===== src/include/pmp_defines.svh =====
// Purpose: Offsets, field positions and reset values of the parallel port
// Assumes: Included by the parallel port package users
// Notes: Byte offsets on the register bus, one word per register
`ifndef PMP_DEFINES_SVH
`define PMP_DEFINES_SVH

`define OFF_CTL 8'h00
`define OFF_MODE 8'h04
`define OFF_ADDR 8'h08
`define OFF_DATA 8'h0c
`define OFF_OBUF 8'h10
`define OFF_IBUF 8'h14
`define OFF_STAT 8'h18
`define OFF_NONE 8'hff

`define C_EN 15
`define C_IDL 13
`define C_MUX 12:11
`define C_BEEN 10
`define C_WREN 9
`define C_RDEN 8
`define C_CSF 7:6
`define C_ALP 5
`define C_CSP 3
`define C_BEP 2
`define C_WRITE_STROBE_POLARITY 1
`define C_READ_STROBE_POLARITY 0

`define M_INTERRUPT_MODE_FIELD 14:13
`define M_INCREMENT_MODE_FIELD 12:11
`define M_W16 10
`define M_MODE 9:8
`define M_WB 7:6
`define M_WM 5:2
`define M_WE 1:0

`define A_CS 14
`define A_STEP 10:0

`define CTL_RST 16'h0000
`define CTL_WMASK 16'hbfef
`define MODE_RST 15'h0000
`define ADDR_RST 16'h0000
`define OBE_RST 4'hf

`endif


===== src/include/pmp_pkg.sv =====
// Purpose: Types shared by the parallel port
// Assumes: Nothing beyond the defines header
// Notes: Mode codes follow the mode register encodings
package pmp_pkg;

    typedef enum logic [2:0] {
        PH_IDLE = 3'b000,
        PH_ALO = 3'b001,
        PH_AHI = 3'b010,
        PH_SETUP = 3'b011,
        PH_STROBE = 3'b100,
        PH_HOLD = 3'b101
    } phase_t;

    typedef enum logic [1:0] {
        PM_LEGACY = 2'b00,
        PM_ENHANCED = 2'b01,
        PM_MASTER2 = 2'b10,
        PM_MASTER1 = 2'b11
    } port_mode_t;

    typedef enum logic [1:0] {
        MX_NONE = 2'b00,
        MX_LOW = 2'b01,
        MX_FULL = 2'b10
    } mux_t;

    typedef struct packed {
        logic [7:0] pd_out;
        logic pd_oe;
        logic [10:0] pa_out;
        logic pa_oe;
        logic cs_out;
        logic cs_oe;
        logic rd_out;
        logic rd_oe;
        logic wr_out;
        logic wr_oe;
        logic be_out;
        logic be_oe;
    } pins_t;

endpackage


===== src/core/parallel_master_slave_port.sv =====
// Purpose: 8-bit parallel master/slave port behind an AHB-Lite slave
// Assumes: One clock cycle per instruction cycle; pins synchronised here
// Notes: All state lives in one struct registered once per clock
//
// Added by the designer: the address map and register access over AHB-Lite.
`timescale 1ns/100ps
`include "pmp_defines.svh"

module parallel_master_slave_port
    import pmp_pkg::*;
(
    input wire logic clk,
    input wire logic arst_n,
    input wire logic hsel,
    input wire logic [31:0] haddr,
    input wire logic [1:0] htrans,
    input wire logic hwrite,
    input wire logic [2:0] hsize,
    input wire logic [31:0] hwdata,
    input wire logic hready,
    output logic hreadyout,
    output logic [31:0] hrdata,
    output logic hresp,
    input wire logic cpu_idle,
    output logic cpu_stall,
    output logic port_event,
    input wire logic [7:0] port_data_in,
    output logic [7:0] port_data_out,
    output logic port_data_oe,
    input wire logic [1:0] port_address_in,
    output logic [10:0] port_address_out,
    output logic port_address_oe,
    input wire logic chip_select_in,
    output logic chip_select_out,
    output logic chip_select_oe,
    input wire logic read_strobe_in,
    output logic read_strobe_out,
    output logic read_strobe_oe,
    input wire logic write_strobe_in,
    output logic write_strobe_out,
    output logic write_strobe_oe,
    output logic byte_enable_pin,
    output logic byte_enable_oe
);

    typedef struct packed {
        logic [15:0] ctl;
        logic [14:0] mode;
        logic [15:0] addr;
        logic [15:0] dout;
        logic [15:0] din;
        phase_t phase;
        logic [3:0] cnt;
        logic hi;
        logic rd_op;
        logic wr_pend;
        logic rd_pend;
        logic [7:0] aoff;
        logic [31:0] hrdata;
        logic evt;
        logic [4:0] s1;
        logic [4:0] s2;
        logic [4:0] s3;
        logic [4:0] flt;
        logic [7:0] d1;
        logic [7:0] d2;
        logic [7:0] d3;
        logic [1:0] sact;
        logic [31:0] obuf;
        logic [31:0] ibuf;
        logic [3:0] ibf;
        logic [3:0] obe;
        logic [1:0] sptr;
        pins_t pins;
    } state_t;

    state_t st_reg;
    state_t st_next;
    logic xfer_end;

    function automatic logic [1:0] slave_idx(state_t s);
        if (port_mode_t'(s.mode[`M_MODE]) == PM_ENHANCED)
            return s.flt[1:0];
        else if (s.mode[`M_INCREMENT_MODE_FIELD] == 2'b11)
            return s.sptr;
        else
            return 2'b00;
    endfunction

    function automatic pins_t pins_of(state_t s);
        pins_t p;
        logic stb;
        logic act;
        logic [1:0] ix;
        p = '0;
        stb = (s.phase == PH_STROBE);
        act = (s.phase != PH_IDLE);
        ix = slave_idx(s);
        if (s.ctl[`C_EN] && s.mode[9])
        begin
            if (s.phase == PH_ALO)
            begin
                p.pd_out = s.addr[7:0];
                p.pd_oe = 1'b1;
            end
            else if (s.phase == PH_AHI)
            begin
                p.pd_out = s.addr[15:8];
                p.pd_oe = 1'b1;
            end
            else if (act && !s.rd_op)
            begin
                p.pd_out = s.hi ? s.dout[15:8] : s.dout[7:0];
                p.pd_oe = 1'b1;
            end
            p.pa_out = s.addr[10:0];
            p.pa_oe = 1'b1;
            if (mux_t'(s.ctl[`C_MUX]) != MX_NONE)
            begin
                p.pa_out[0] = (s.phase == PH_ALO) ~^ s.ctl[`C_ALP];
                p.pa_out[1] = (s.phase == PH_AHI) ~^ s.ctl[`C_ALP];
            end
            if (s.ctl[`C_CSF] == 2'b10)
                p.cs_out = s.addr[`A_CS] ~^ s.ctl[`C_CSP];
            else
                p.cs_out = s.addr[`A_CS];
            p.cs_oe = 1'b1;
            p.be_out = (act && s.mode[`M_W16]) ~^ s.ctl[`C_BEP];
            p.be_oe = s.ctl[`C_BEEN];
            if (port_mode_t'(s.mode[`M_MODE]) == PM_MASTER1)
            begin
                p.rd_out = (act && s.rd_op) ~^ s.ctl[`C_READ_STROBE_POLARITY];
                p.wr_out = stb ~^ s.ctl[`C_WRITE_STROBE_POLARITY];
            end
            else
            begin
                p.rd_out = (stb && s.rd_op) ~^ s.ctl[`C_READ_STROBE_POLARITY];
                p.wr_out = (stb && !s.rd_op) ~^ s.ctl[`C_WRITE_STROBE_POLARITY];
            end
            p.rd_oe = s.ctl[`C_RDEN];
            p.wr_oe = s.ctl[`C_WREN];
        end
        else if (s.ctl[`C_EN] && s.sact[0])
        begin
            p.pd_out = s.obuf[ix*8 +: 8];
            p.pd_oe = 1'b1;
        end
        return p;
    endfunction

    always_comb
    begin
        logic take;
        logic master;
        logic halt;
        logic go;
        logic go_rd;
        logic bd;
        logic cs_a;
        logic wr_a;
        logic rd_a;
        logic [1:0] ix;
        phase_t ent_ph;
        logic [3:0] ent_cnt;
        st_next = st_reg;
        take = hsel && htrans[1] && hready;
        // mode field picks master or slave
        master = st_reg.mode[9];
        halt = st_reg.ctl[`C_IDL] && cpu_idle;
        go = 1'b0;
        go_rd = 1'b0;
        bd = 1'b0;
        xfer_end = 1'b0;
        cs_a = 1'b0;
        wr_a = 1'b0;
        rd_a = 1'b0;
        ix = slave_idx(st_reg);
        ent_ph = (st_reg.mode[`M_WM] == 4'h0) ? PH_STROBE : PH_SETUP;
        ent_cnt = (st_reg.mode[`M_WM] == 4'h0) ? 4'h0 : {2'b00, st_reg.mode[`M_WB]};
        st_next.evt = 1'b0;
        st_next.s1 = {chip_select_in, write_strobe_in, read_strobe_in, port_address_in};
        st_next.s2 = st_reg.s1;
        st_next.s3 = st_reg.s2;
        st_next.flt = (st_reg.s2 & st_reg.s3) | (st_reg.flt & (st_reg.s2 | st_reg.s3));
        st_next.d1 = port_data_in;
        st_next.d2 = st_reg.d1;
        st_next.d3 = st_reg.d2;
        st_next.wr_pend = take && hwrite;
        st_next.rd_pend = take && !hwrite;
        if (take)
            st_next.aoff = (haddr[31:8] == 24'h0) ? haddr[7:0] : `OFF_NONE;
        if (st_reg.wr_pend)
        begin
            case (st_reg.aoff)
                `OFF_CTL: st_next.ctl = hwdata[15:0] & `CTL_WMASK;
                `OFF_MODE: st_next.mode = hwdata[14:0];
                `OFF_ADDR: st_next.addr = hwdata[15:0];
                `OFF_DATA:
                begin
                    go = 1'b1;
                    st_next.dout = hwdata[15:0];
                end
                `OFF_OBUF:
                begin
                    st_next.obuf = hwdata;
                    st_next.obe = 4'h0;
                end
                default: ;
            endcase
        end
        if (st_reg.rd_pend)
        begin
            case (st_reg.aoff)
                `OFF_CTL: st_next.hrdata = {16'h0000, st_reg.ctl};
                `OFF_MODE: st_next.hrdata = {16'h0000, st_reg.phase != PH_IDLE, st_reg.mode};
                `OFF_ADDR: st_next.hrdata = {16'h0000, st_reg.addr};
                `OFF_DATA:
                begin
                    st_next.hrdata = {16'h0000, st_reg.mode[`M_W16] ? st_reg.din[15:8] : 8'h00, st_reg.din[7:0]};
                    go = 1'b1;
                    go_rd = 1'b1;
                end
                `OFF_OBUF: st_next.hrdata = st_reg.obuf;
                `OFF_IBUF:
                begin
                    st_next.hrdata = st_reg.ibuf;
                    st_next.ibf = 4'h0;
                end
                `OFF_STAT: st_next.hrdata = {20'h00000, st_reg.ibf, 4'h0, st_reg.obe};
                default: st_next.hrdata = 32'h00000000;
            endcase
        end
        if (!st_reg.ctl[`C_EN] || !master)
            st_next.phase = PH_IDLE;
        else if (!halt)
        begin
            case (st_reg.phase)
                PH_IDLE:
                begin
                    if (go)
                    begin
                        st_next.hi = 1'b0;
                        st_next.rd_op = go_rd;
                        if (mux_t'(st_reg.ctl[`C_MUX]) != MX_NONE)
                        begin
                            st_next.phase = PH_ALO;
                            st_next.cnt = {2'b00, st_reg.mode[`M_WB]};
                        end
                        else
                        begin
                            st_next.phase = ent_ph;
                            st_next.cnt = ent_cnt;
                        end
                    end
                end
                PH_ALO:
                begin
                    if (st_reg.cnt != 4'h0)
                        st_next.cnt = st_reg.cnt - 4'h1;
                    else if (mux_t'(st_reg.ctl[`C_MUX]) == MX_FULL)
                    begin
                        st_next.phase = PH_AHI;
                        st_next.cnt = {2'b00, st_reg.mode[`M_WB]};
                    end
                    else
                    begin
                        st_next.phase = ent_ph;
                        st_next.cnt = ent_cnt;
                    end
                end
                PH_AHI:
                begin
                    if (st_reg.cnt != 4'h0)
                        st_next.cnt = st_reg.cnt - 4'h1;
                    else
                    begin
                        st_next.phase = ent_ph;
                        st_next.cnt = ent_cnt;
                    end
                end
                PH_SETUP:
                begin
                    if (st_reg.cnt != 4'h0)
                        st_next.cnt = st_reg.cnt - 4'h1;
                    else
                    begin
                        st_next.phase = PH_STROBE;
                        st_next.cnt = st_reg.mode[`M_WM];
                    end
                end
                PH_STROBE:
                begin
                    if (st_reg.cnt != 4'h0)
                        st_next.cnt = st_reg.cnt - 4'h1;
                    else
                    begin
                        if (st_reg.rd_op && st_reg.hi)
                            st_next.din[15:8] = st_reg.d3;
                        else if (st_reg.rd_op)
                            st_next.din[7:0] = st_reg.d3;
                        if (st_reg.mode[`M_WM] == 4'h0)
                            bd = 1'b1;
                        else
                        begin
                            st_next.phase = PH_HOLD;
                            st_next.cnt = {2'b00, st_reg.mode[`M_WE]};
                        end
                    end
                end
                PH_HOLD:
                begin
                    if (st_reg.cnt != 4'h0)
                        st_next.cnt = st_reg.cnt - 4'h1;
                    else
                        bd = 1'b1;
                end
                default: st_next.phase = PH_IDLE;
            endcase
        end
        if (bd && st_reg.mode[`M_W16] && !st_reg.hi)
        begin
            st_next.hi = 1'b1;
            st_next.phase = ent_ph;
            st_next.cnt = ent_cnt;
        end
        else if (bd)
        begin
            st_next.phase = PH_IDLE;
            xfer_end = 1'b1;
            if (st_reg.mode[`M_INCREMENT_MODE_FIELD] == 2'b01)
                st_next.addr[`A_STEP] = st_reg.addr[`A_STEP] + 11'h001;
            else if (st_reg.mode[`M_INCREMENT_MODE_FIELD] == 2'b10)
                st_next.addr[`A_STEP] = st_reg.addr[`A_STEP] - 11'h001;
            st_next.evt = (st_reg.mode[`M_INTERRUPT_MODE_FIELD] == 2'b01);
        end
        st_next.sact = 2'b00;
        if (st_reg.ctl[`C_EN] && !halt && !master)
        begin
            cs_a = (st_reg.flt[4] == st_reg.ctl[`C_CSP]);
            wr_a = (st_reg.flt[3] == st_reg.ctl[`C_WRITE_STROBE_POLARITY]);
            rd_a = (st_reg.flt[2] == st_reg.ctl[`C_READ_STROBE_POLARITY]);
            st_next.sact = {cs_a && wr_a, cs_a && rd_a};
            if (st_reg.sact[1] && !(cs_a && wr_a))
            begin
                st_next.ibuf[ix*8 +: 8] = st_reg.d3;
                st_next.ibf[ix] = 1'b1;
            end
            if (st_reg.sact[0] && !(cs_a && rd_a))
                st_next.obe[ix] = 1'b1;
            if ((st_reg.sact[1] && !(cs_a && wr_a)) || (st_reg.sact[0] && !(cs_a && rd_a)))
            begin
                if (st_reg.mode[`M_INCREMENT_MODE_FIELD] == 2'b11)
                    st_next.sptr = st_reg.sptr + 2'b01;
                st_next.evt = (st_reg.mode[`M_INTERRUPT_MODE_FIELD] == 2'b11) && (ix == 2'b11);
            end
        end
        st_next.pins = pins_of(st_next);
    end

    always_ff @(posedge clk or negedge arst_n)
    begin
        if (!arst_n)
        begin
            st_reg <= '0;
            st_reg.ctl <= `CTL_RST;
            st_reg.mode <= `MODE_RST;
            st_reg.addr <= `ADDR_RST;
            st_reg.obe <= `OBE_RST;
        end
        else
            st_reg <= st_next;
    end

    assign hreadyout = !st_reg.rd_pend;
    assign hrdata = st_reg.hrdata;
    assign hresp = 1'b0;
    assign cpu_stall = (st_reg.phase != PH_IDLE) && (st_reg.mode[`M_INTERRUPT_MODE_FIELD] == 2'b10);
    assign port_event = st_reg.evt;
    assign port_data_out = st_reg.pins.pd_out;
    assign port_data_oe = st_reg.pins.pd_oe;
    assign port_address_out = st_reg.pins.pa_out;
    assign port_address_oe = st_reg.pins.pa_oe;
    assign chip_select_out = st_reg.pins.cs_out;
    assign chip_select_oe = st_reg.pins.cs_oe;
    assign read_strobe_out = st_reg.pins.rd_out;
    assign read_strobe_oe = st_reg.pins.rd_oe;
    assign write_strobe_out = st_reg.pins.wr_out;
    assign write_strobe_oe = st_reg.pins.wr_oe;
    assign byte_enable_pin = st_reg.pins.be_out;
    assign byte_enable_oe = st_reg.pins.be_oe;

    property p_off_quiet;
        @(posedge clk) disable iff (!arst_n)
        !st_reg.ctl[`C_EN] |-> !port_data_oe && !read_strobe_oe && !write_strobe_oe && !byte_enable_oe;
    endproperty
    a_off_quiet: assert property (p_off_quiet) else $error("Port drives while disabled");

    property p_idle_hold;
        @(posedge clk) disable iff (!arst_n)
        (st_reg.ctl[`C_IDL] && cpu_idle && st_reg.ctl[`C_EN] && st_reg.phase != PH_IDLE) |=>
            st_reg.phase == $past(st_reg.phase) && st_reg.cnt == $past(st_reg.cnt);
    endproperty
    a_idle_hold: assert property (p_idle_hold) else $error("Transfer advanced while stopped in idle");

    property p_cs_level;
        @(posedge clk) disable iff (!arst_n)
        (st_reg.ctl[`C_EN] && st_reg.mode[9] && st_reg.ctl[`C_CSF] == 2'b10) |->
            chip_select_out == (st_reg.addr[`A_CS] ~^ st_reg.ctl[`C_CSP]);
    endproperty
    a_cs_level: assert property (p_cs_level) else $error("Chip select level wrong");

    property p_latch_level;
        @(posedge clk) disable iff (!arst_n)
        (st_reg.ctl[`C_EN] && st_reg.mode[9] && st_reg.phase == PH_ALO && st_reg.ctl[`C_MUX] != 2'b00) |->
            port_address_out[0] == st_reg.ctl[`C_ALP] && port_data_out == st_reg.addr[7:0] && port_data_oe;
    endproperty
    a_latch_level: assert property (p_latch_level) else $error("Low address phase wrong");

    property p_step;
        @(posedge clk) disable iff (!arst_n)
        (xfer_end && st_reg.mode[`M_INCREMENT_MODE_FIELD] == 2'b01) |=>
            st_reg.addr[`A_STEP] == $past(st_reg.addr[`A_STEP]) + 11'h001;
    endproperty
    a_step: assert property (p_step) else $error("Address did not increment");

    property p_two_bytes;
        @(posedge clk) disable iff (!arst_n)
        xfer_end |-> (!st_reg.mode[`M_W16] || st_reg.hi);
    endproperty
    a_two_bytes: assert property (p_two_bytes) else $error("Wide transfer ended after one byte");

    property p_event;
        @(posedge clk) disable iff (!arst_n)
        (xfer_end && st_reg.mode[`M_INTERRUPT_MODE_FIELD] == 2'b01) |=> port_event ##1 !port_event;
    endproperty
    a_event: assert property (p_event) else $error("Missing end of cycle event");

    property p_zero_wait;
        @(posedge clk) disable iff (!arst_n)
        (st_reg.phase == PH_STROBE && st_reg.cnt == 4'h0 && st_reg.mode[`M_WM] == 4'h0
            && !(st_reg.ctl[`C_IDL] && cpu_idle)) |=> st_reg.phase != PH_HOLD;
    endproperty
    a_zero_wait: assert property (p_zero_wait) else $error("Hold entered with zero strobe wait");

endmodule


===== config.mk =====
export PLATFORM = sky130hd
export DESIGN_NAME = parallel_master_slave_port
export DESIGN_NICKNAME = d
export VERILOG_FILES = /design/src/include/pmp_pkg.sv /design/src/core/parallel_master_slave_port.sv
export VERILOG_INCLUDE_DIRS = /design/src /design/src/include
export SDC_FILE = /design/constraint.sdc
export NUM_CORES = 1
export LEC_CHECK = 0
export BUFFER_PORTS_ARGS = -buffer_cell sky130_fd_sc_hd__buf_2
export CAP_MARGIN = 5
export CORE_MARGIN = 4
export CORE_UTILIZATION = 59
export CTS_CLUSTER_SIZE = 12
export DETAILED_ROUTE_END_ITERATION = 8
export GPL_ROUTABILITY_DRIVEN = 0
export GPL_TIMING_DRIVEN = 0
export PLACE_DENSITY_LB_ADDON = 0.1
export SYNTH_ARGS = -nofsm -noshare
export SYNTH_HDL_FRONTEND = slang
export SYNTH_SLANG_ARGS = --single-unit

===== constraint.sdc =====
create_clock -name clk -period 4.25 [get_ports clk]
set_clock_uncertainty 0.1 [all_clocks]
set_input_delay 0 -clock clk [delete_from_list [all_inputs] [get_ports clk]]
set_output_delay 0 -clock clk [all_outputs]
set_load 0.05 [all_outputs]

# == After elaboration in Yosys (flattened, before gate mapping) ==
# Index checks and enable logic that the tools add are counted.
# classes
addsub,5
mul,0
div,0
n_lt_le_gt_ge,2
n_eq_ne,35
shifts,3
muxes,81
bitwise_logic,18
n_reduce_logical,51
# ops
cell,n
32-bit one-hot mux with 7 select lines,1
32-bit 2-to-1 mux,2
63-bit 2-to-1 mux,1
9-bit 2-to-1 mux,7
16-bit 2-to-1 mux,3
11-bit 2-to-1 mux,4
4-bit 2-to-1 mux,11
5-bit negator with 34-bit output,1
"8-bit by 34-bit variable shift with 32-bit output, first input constant",1
8-bit by 34-bit indexed part select with 32-bit output,1
32-bit bitwise mux,1
32-bit by 6-bit indexed part select with 8-bit output,1
"8-bit by 5-bit equality test with 1-bit output, second input constant",3
1-bit logical AND,24
24-bit zero test,1
3-bit 2-to-1 mux,8
8-bit 2-to-1 mux,3
4-bit one-hot mux with 6 select lines,1
7-bit 2-to-1 mux,3
2-bit 2-to-1 mux,10
20-bit 2-to-1 mux,1
"2-bit equality test, second input constant",9
1-bit 2-to-1 mux,18
3-bit one-hot mux with 6 select lines,1
other kinds (39),79
# word_totals
regBits,278
latchBits,0
ramBits,0
mem_bits_ro,0
input_bits,88
out_inout_bits,65
elab_cells,237
mem_count,0

# == Logic depth before layout (Yosys ltp) ==
# depth
word_depth,17
depth_mapped,11
ltp_nobuf,10

# == Worst setup path after synthesis ==
# No wires, ideal clock.
# synth_path
path_kind,flip-flop to flip-flop
from,register st_reg[252] (netlist bit)
to,"register st_reg, in the netlist port_data_out[4]"
setup_ns,0.126
arrival_ns,2.870
t_required_ns,4.024
slack_ns,1.154
path_stages_with_launch,10
path_buffers,1
synth_period_minus_slack_ns,3.096
cell_sequence,dfrtp_1 nor4_1 o21ai_0 nor3b_2 a21o_1 buf_4 mux2_2 a22oi_1 mux2i_1 a221o_1
# synth_rtl
item,line,rtl
"start, declared",parallel_master_slave_port.sv:77,state_t st_reg;
"start signal, assigned",parallel_master_slave_port.sv:371,st_reg <= st_next;

==> key figures <==
Yosys
  – Synth Cell Area: 0.0131 mm²
  – Register area share after synthesis: 0.529
  – Adder-Cell Fraction of Synth Area: 0.0153
  – Yosys cell types: 75
  – XOR/XNOR share of the synthesized area: 0.0140
  – Post-Syn Nets: 1,328
  – FFs w/ async S/R, synth: 1.00
  – Mapped Cells: 1,228
  – Largest family of logic cells by synthesized area: compound AO/OA/AOI/OAI gates
  – Post-synthesis compound-gate area fraction: 0.142
  – Post-synthesis mux area share: 0.0996
  – Syn. warnings: 0
  – Ys flop type: dfrtp_1
  – Yosys reg bits: between 200 and 300
  – Post-synth EDFFs: 0
  – Synth Area in Simple Gates: 0.142
  – Syn_area_per_cell: about 11 µm²

Layout
  – Share of layout cells above drive strength 1: 0.241
  – Number of flip-flops in the largest register: 190
  – Final-stage net count: 1,587
  – Final Util: 0.732
  – Area delta synth->final: 21.7%
  – N_diodes: 0
  – Finished Cell Area: around 0.016 mm²

Drt
  – Met2 wire length: between 15 and 20 mm
  – Drt pass-1 iters: 6
  – Iteration-0 DRC Markers: 1,254
  – Routed WL per cell: roughly 22 µm
  – Met3 WL post-DR: 3.63 mm
  – DRC viols: 0
  – Vias per std cell: 6.14
  – Top Metal Used: met4
  – WL final: between 40 and 50 mm
  – Wl on met1: 15.6 mm
  – Post-route ant nets: 0
  – Via count: 11,000

Die
  – Initial Util: 0.601
  – Die Footprint: 0.0247 mm²
  – Floorplan row count: 54
  – Core region area: 0.0218 mm²
  – DIE HEIGHT: approximately 160 µm
  – IO Pins: 153
  – Chip width: between 150 and 200 µm

Worst hold path
  – Hold_sp: htrans[1]
  – Worst hold path class: input pin to register

Global routing
  – GRT Resource Usage Total: 0.323
  – Antenna violations before repair: 0
  – Gr ovfl total: 0
  – First-pass GRT wire length: 61.0 mm
  – Vias in the first global route: 10,800
  – Largest net degree at the start of global routing: 128

Power and ir drop
  – Internal power consumption: 0.00460 W
  – Clock network fraction of total power: 0.375
  – Leakage: between 7 and 8 nW
  – Pwr/cell area: 403 mW/mm²
  – Reg power frac: 0.459
  – NetSw: 0.00184 W
  – Worst VDD drop: just over 0.0004 V
  – Net Sw Frac: 0.285
  – Logic pwr share: 0.166

Setup path
  – CP startpoint: st_reg[194]
  – WP data required: 4.58 ns
  – R2R Path Start: st_reg[194]
  – Crit path launch type: register
  – Critical path endpoint category: register
  – WS Path Type: register to register
  – CP Max Fanout: 10
  – Worst EP arrival: 4.19 ns

Timing
  – Final min period: 3.85 ns
  – Max Clk Rate: 0.259 GHz
  – Final hold vios: 0
  – Slew Limit Fails: 0
  – RSZ-0062 raised after global routing: no
  – Final setup violation count: 0
  – Rel. slew slack: 0.230
  – Final worst path period share: 0.907
  – Setup TNS: 0 ns
  – Slew @ Worst Pin: 1.15 ns

Clocking
  – TritonCTS clock tree: yes
  – Clock Path Buffers: 3
  – Clk slew on worst S/H paths: 0.06 ns
  – Post-CTS setup buffers: 0
  – Clock H-tree levels: 1
  – CTS root buf: clkbuf_16
  – Clock latency on the worst-skew pair: 0.55 ns
  – Clock sinks: 277
  – CTS Buf Count: 29

Placement
  – PortBufs: 147
  – Placed Area: between 0.01 and 0.015 mm²
  – HPWL Detailed: 28.1 mm

Run
  – Max Cap Viol: 0

Run status
  – Outcome: completed
==> area by class of cell <==
cell class	count	area, µm²
plain buffers	115	654
clock buffers	40	787
clock inverters	7	91.3
fillers	1546	5860
inverters	30	113
multi-input cells	806	5420
flip-flops and latches	277	6940
well taps	280	350
repair buffers	228	1610
==> power groups by stage <==
stage / sequential (W) / clock, W / combinational [W]
2_1_floorplan: 0.00295 / 0 / 0.000708
3_3_place_gp: 0.00299 / 0 / 0.000982
3_5_place_dp: 0.00299 / 0 / 0.00101
4_1_cts: 0.00295 / 0.00243 / 0.00107
5_1_grt: 0.00297 / 0.00253 / 0.00115
6_report: 0.00296 / 0.00241 / 0.00107
==> kinds of logic (layout without fill, tap and decap cells) <==
| family | count (synthesis) | after routing |
|---|---|---|
| AOI/OAI and AO/OA | 258 | 258 |
| xor gates and xnor gates | 21 | 21 |
| adders and majority gates | 17 | 17 |
| buffers and inverters | 145 | 420 |
| DFF | 277 | 277 |
| muxes | 108 | 108 |
| other | 1 | 1 |
| and+or+nand+nor | 401 | 401 |
==> critical path, stage by stage (launching register included) <==
cell and delay [ns]:
dfrtp_1 0.41, inv_1 0.07, ha_1 0.20, nor3b_2 0.52, o21ai_0 0.43, nor3b_2 0.69
a21o_1 0.15, buf_4 0.20, mux2_2 0.36, a22oi_1 0.15, a21oi_1 0.14, a221o_1 0.29
==> per-layer routing <==
| layer | track usage | vias to the layer above |
|---|---|---|
| met1 | 0.444 | 5343 |
| met4 | 0.145 | 0 |
| met3 | 0.0586 | 133 |
| met5 | 0 | - |
| li1 | - | 4872 |
| met2 | 0.509 | 603 |
==> cell usage after synthesis (all sizes together) (18+ instances only) <==
library cell,instances,share of area
mux2i,18,0.014
a21oi,30,0.011
a22oi,28,0.016
mux2,80,0.069
inv,29,0.0083
nand2,191,0.055
buf,64,0.035
o21ai,69,0.027
and2,21,0.010
dfrtp,273,0.52
nor2,88,0.025
clkbuf,51,0.015
a221oi,24,0.016
==> path summary, 6_finish.rpt <==
check / end / slack (ns) / cells past startpoint
hold reg to reg: st_next[138] / 0.24 / 0
setup reg to reg: port_data_out[2] / 0.40 / 11
setup / recovery: port_data_out[2] / 0.40 / 11
max in group asynchronous: st_reg[56] / 2.96 / 4
min in group asynchronous: st_reg[197] / 0.49 / 4
hold / removal: st_reg[190] / 0.06 / 4
==> stage by stage <==
stage | setup slack (ns) | power, W | hold slack, ns | cells
2_1_floorplan | 1.15 | 0.00365 | -0.396 | 1228
3_3_place_gp | -1.88 | 0.00397 | 0.00779 | 1655
3_5_place_dp | 0.267 | 0.00400 | -0.137 | 1657
4_1_cts | 0.259 | 0.00645 | 0.0227 | 1783
5_1_grt | 0.224 | 0.00665 | 0.0993 | 1783
6_report | 0.396 | 0.00644 | 0.0602 | 1783
==> placed cells by master (no fill, tap or decap), types with 5 or more instances in the layout <==
| master | netlist | final |
|---|---|---|
| mux2_2 | 80 | 80 |
| mux4_2 | 10 | 10 |
| clkbuf_16 | 0 | 29 |
| a22oi_1 | 28 | 28 |
| nand3_1 | 15 | 15 |
| a222oi_1 | 16 | 16 |
| clkbuf_1 | 51 | 60 |
| buf_2 | 4 | 150 |
| nor3_1 | 13 | 13 |
| a221o_1 | 7 | 7 |
| xnor2_1 | 16 | 16 |
| inv_1 | 28 | 28 |
| o21ai_0 | 63 | 63 |
| nand2b_1 | 11 | 11 |
| ha_1 | 12 | 12 |
| buf_4 | 54 | 54 |
| and3_1 | 6 | 6 |
| and2_1 | 21 | 21 |
| o21ai_1 | 5 | 5 |
| a221oi_1 | 24 | 24 |
| xor2_1 | 5 | 5 |
| a21oi_1 | 30 | 30 |
| dlygate4sd3_1 | 0 | 78 |
| or3_1 | 5 | 5 |
| nor2_1 | 88 | 88 |
| a22o_1 | 11 | 11 |
| nor2b_1 | 9 | 9 |
| nor4_1 | 12 | 11 |
| dfrtp_1 | 273 | 273 |
| a41oi_1 | 10 | 10 |
| nand4_1 | 6 | 6 |
| o22a_1 | 9 | 9 |
| o22ai_1 | 6 | 6 |
| mux2i_1 | 18 | 18 |
| nand2_1 | 190 | 190 |
| maj3_1 | 5 | 5 |
| a31oi_1 | 11 | 11 |
==> timing repair <==
| action | 4_1_cts | 5_1_grt |
|---|---|---|
| hold endpoints to repair | 398 | 0 |
| endpoints found under the setup margin | 0 | 2 |
| hold buffers | 79 | 0 |
| resized for setup | 0 | 1 |
Note: power is estimated with default switching activity, not from simulation.
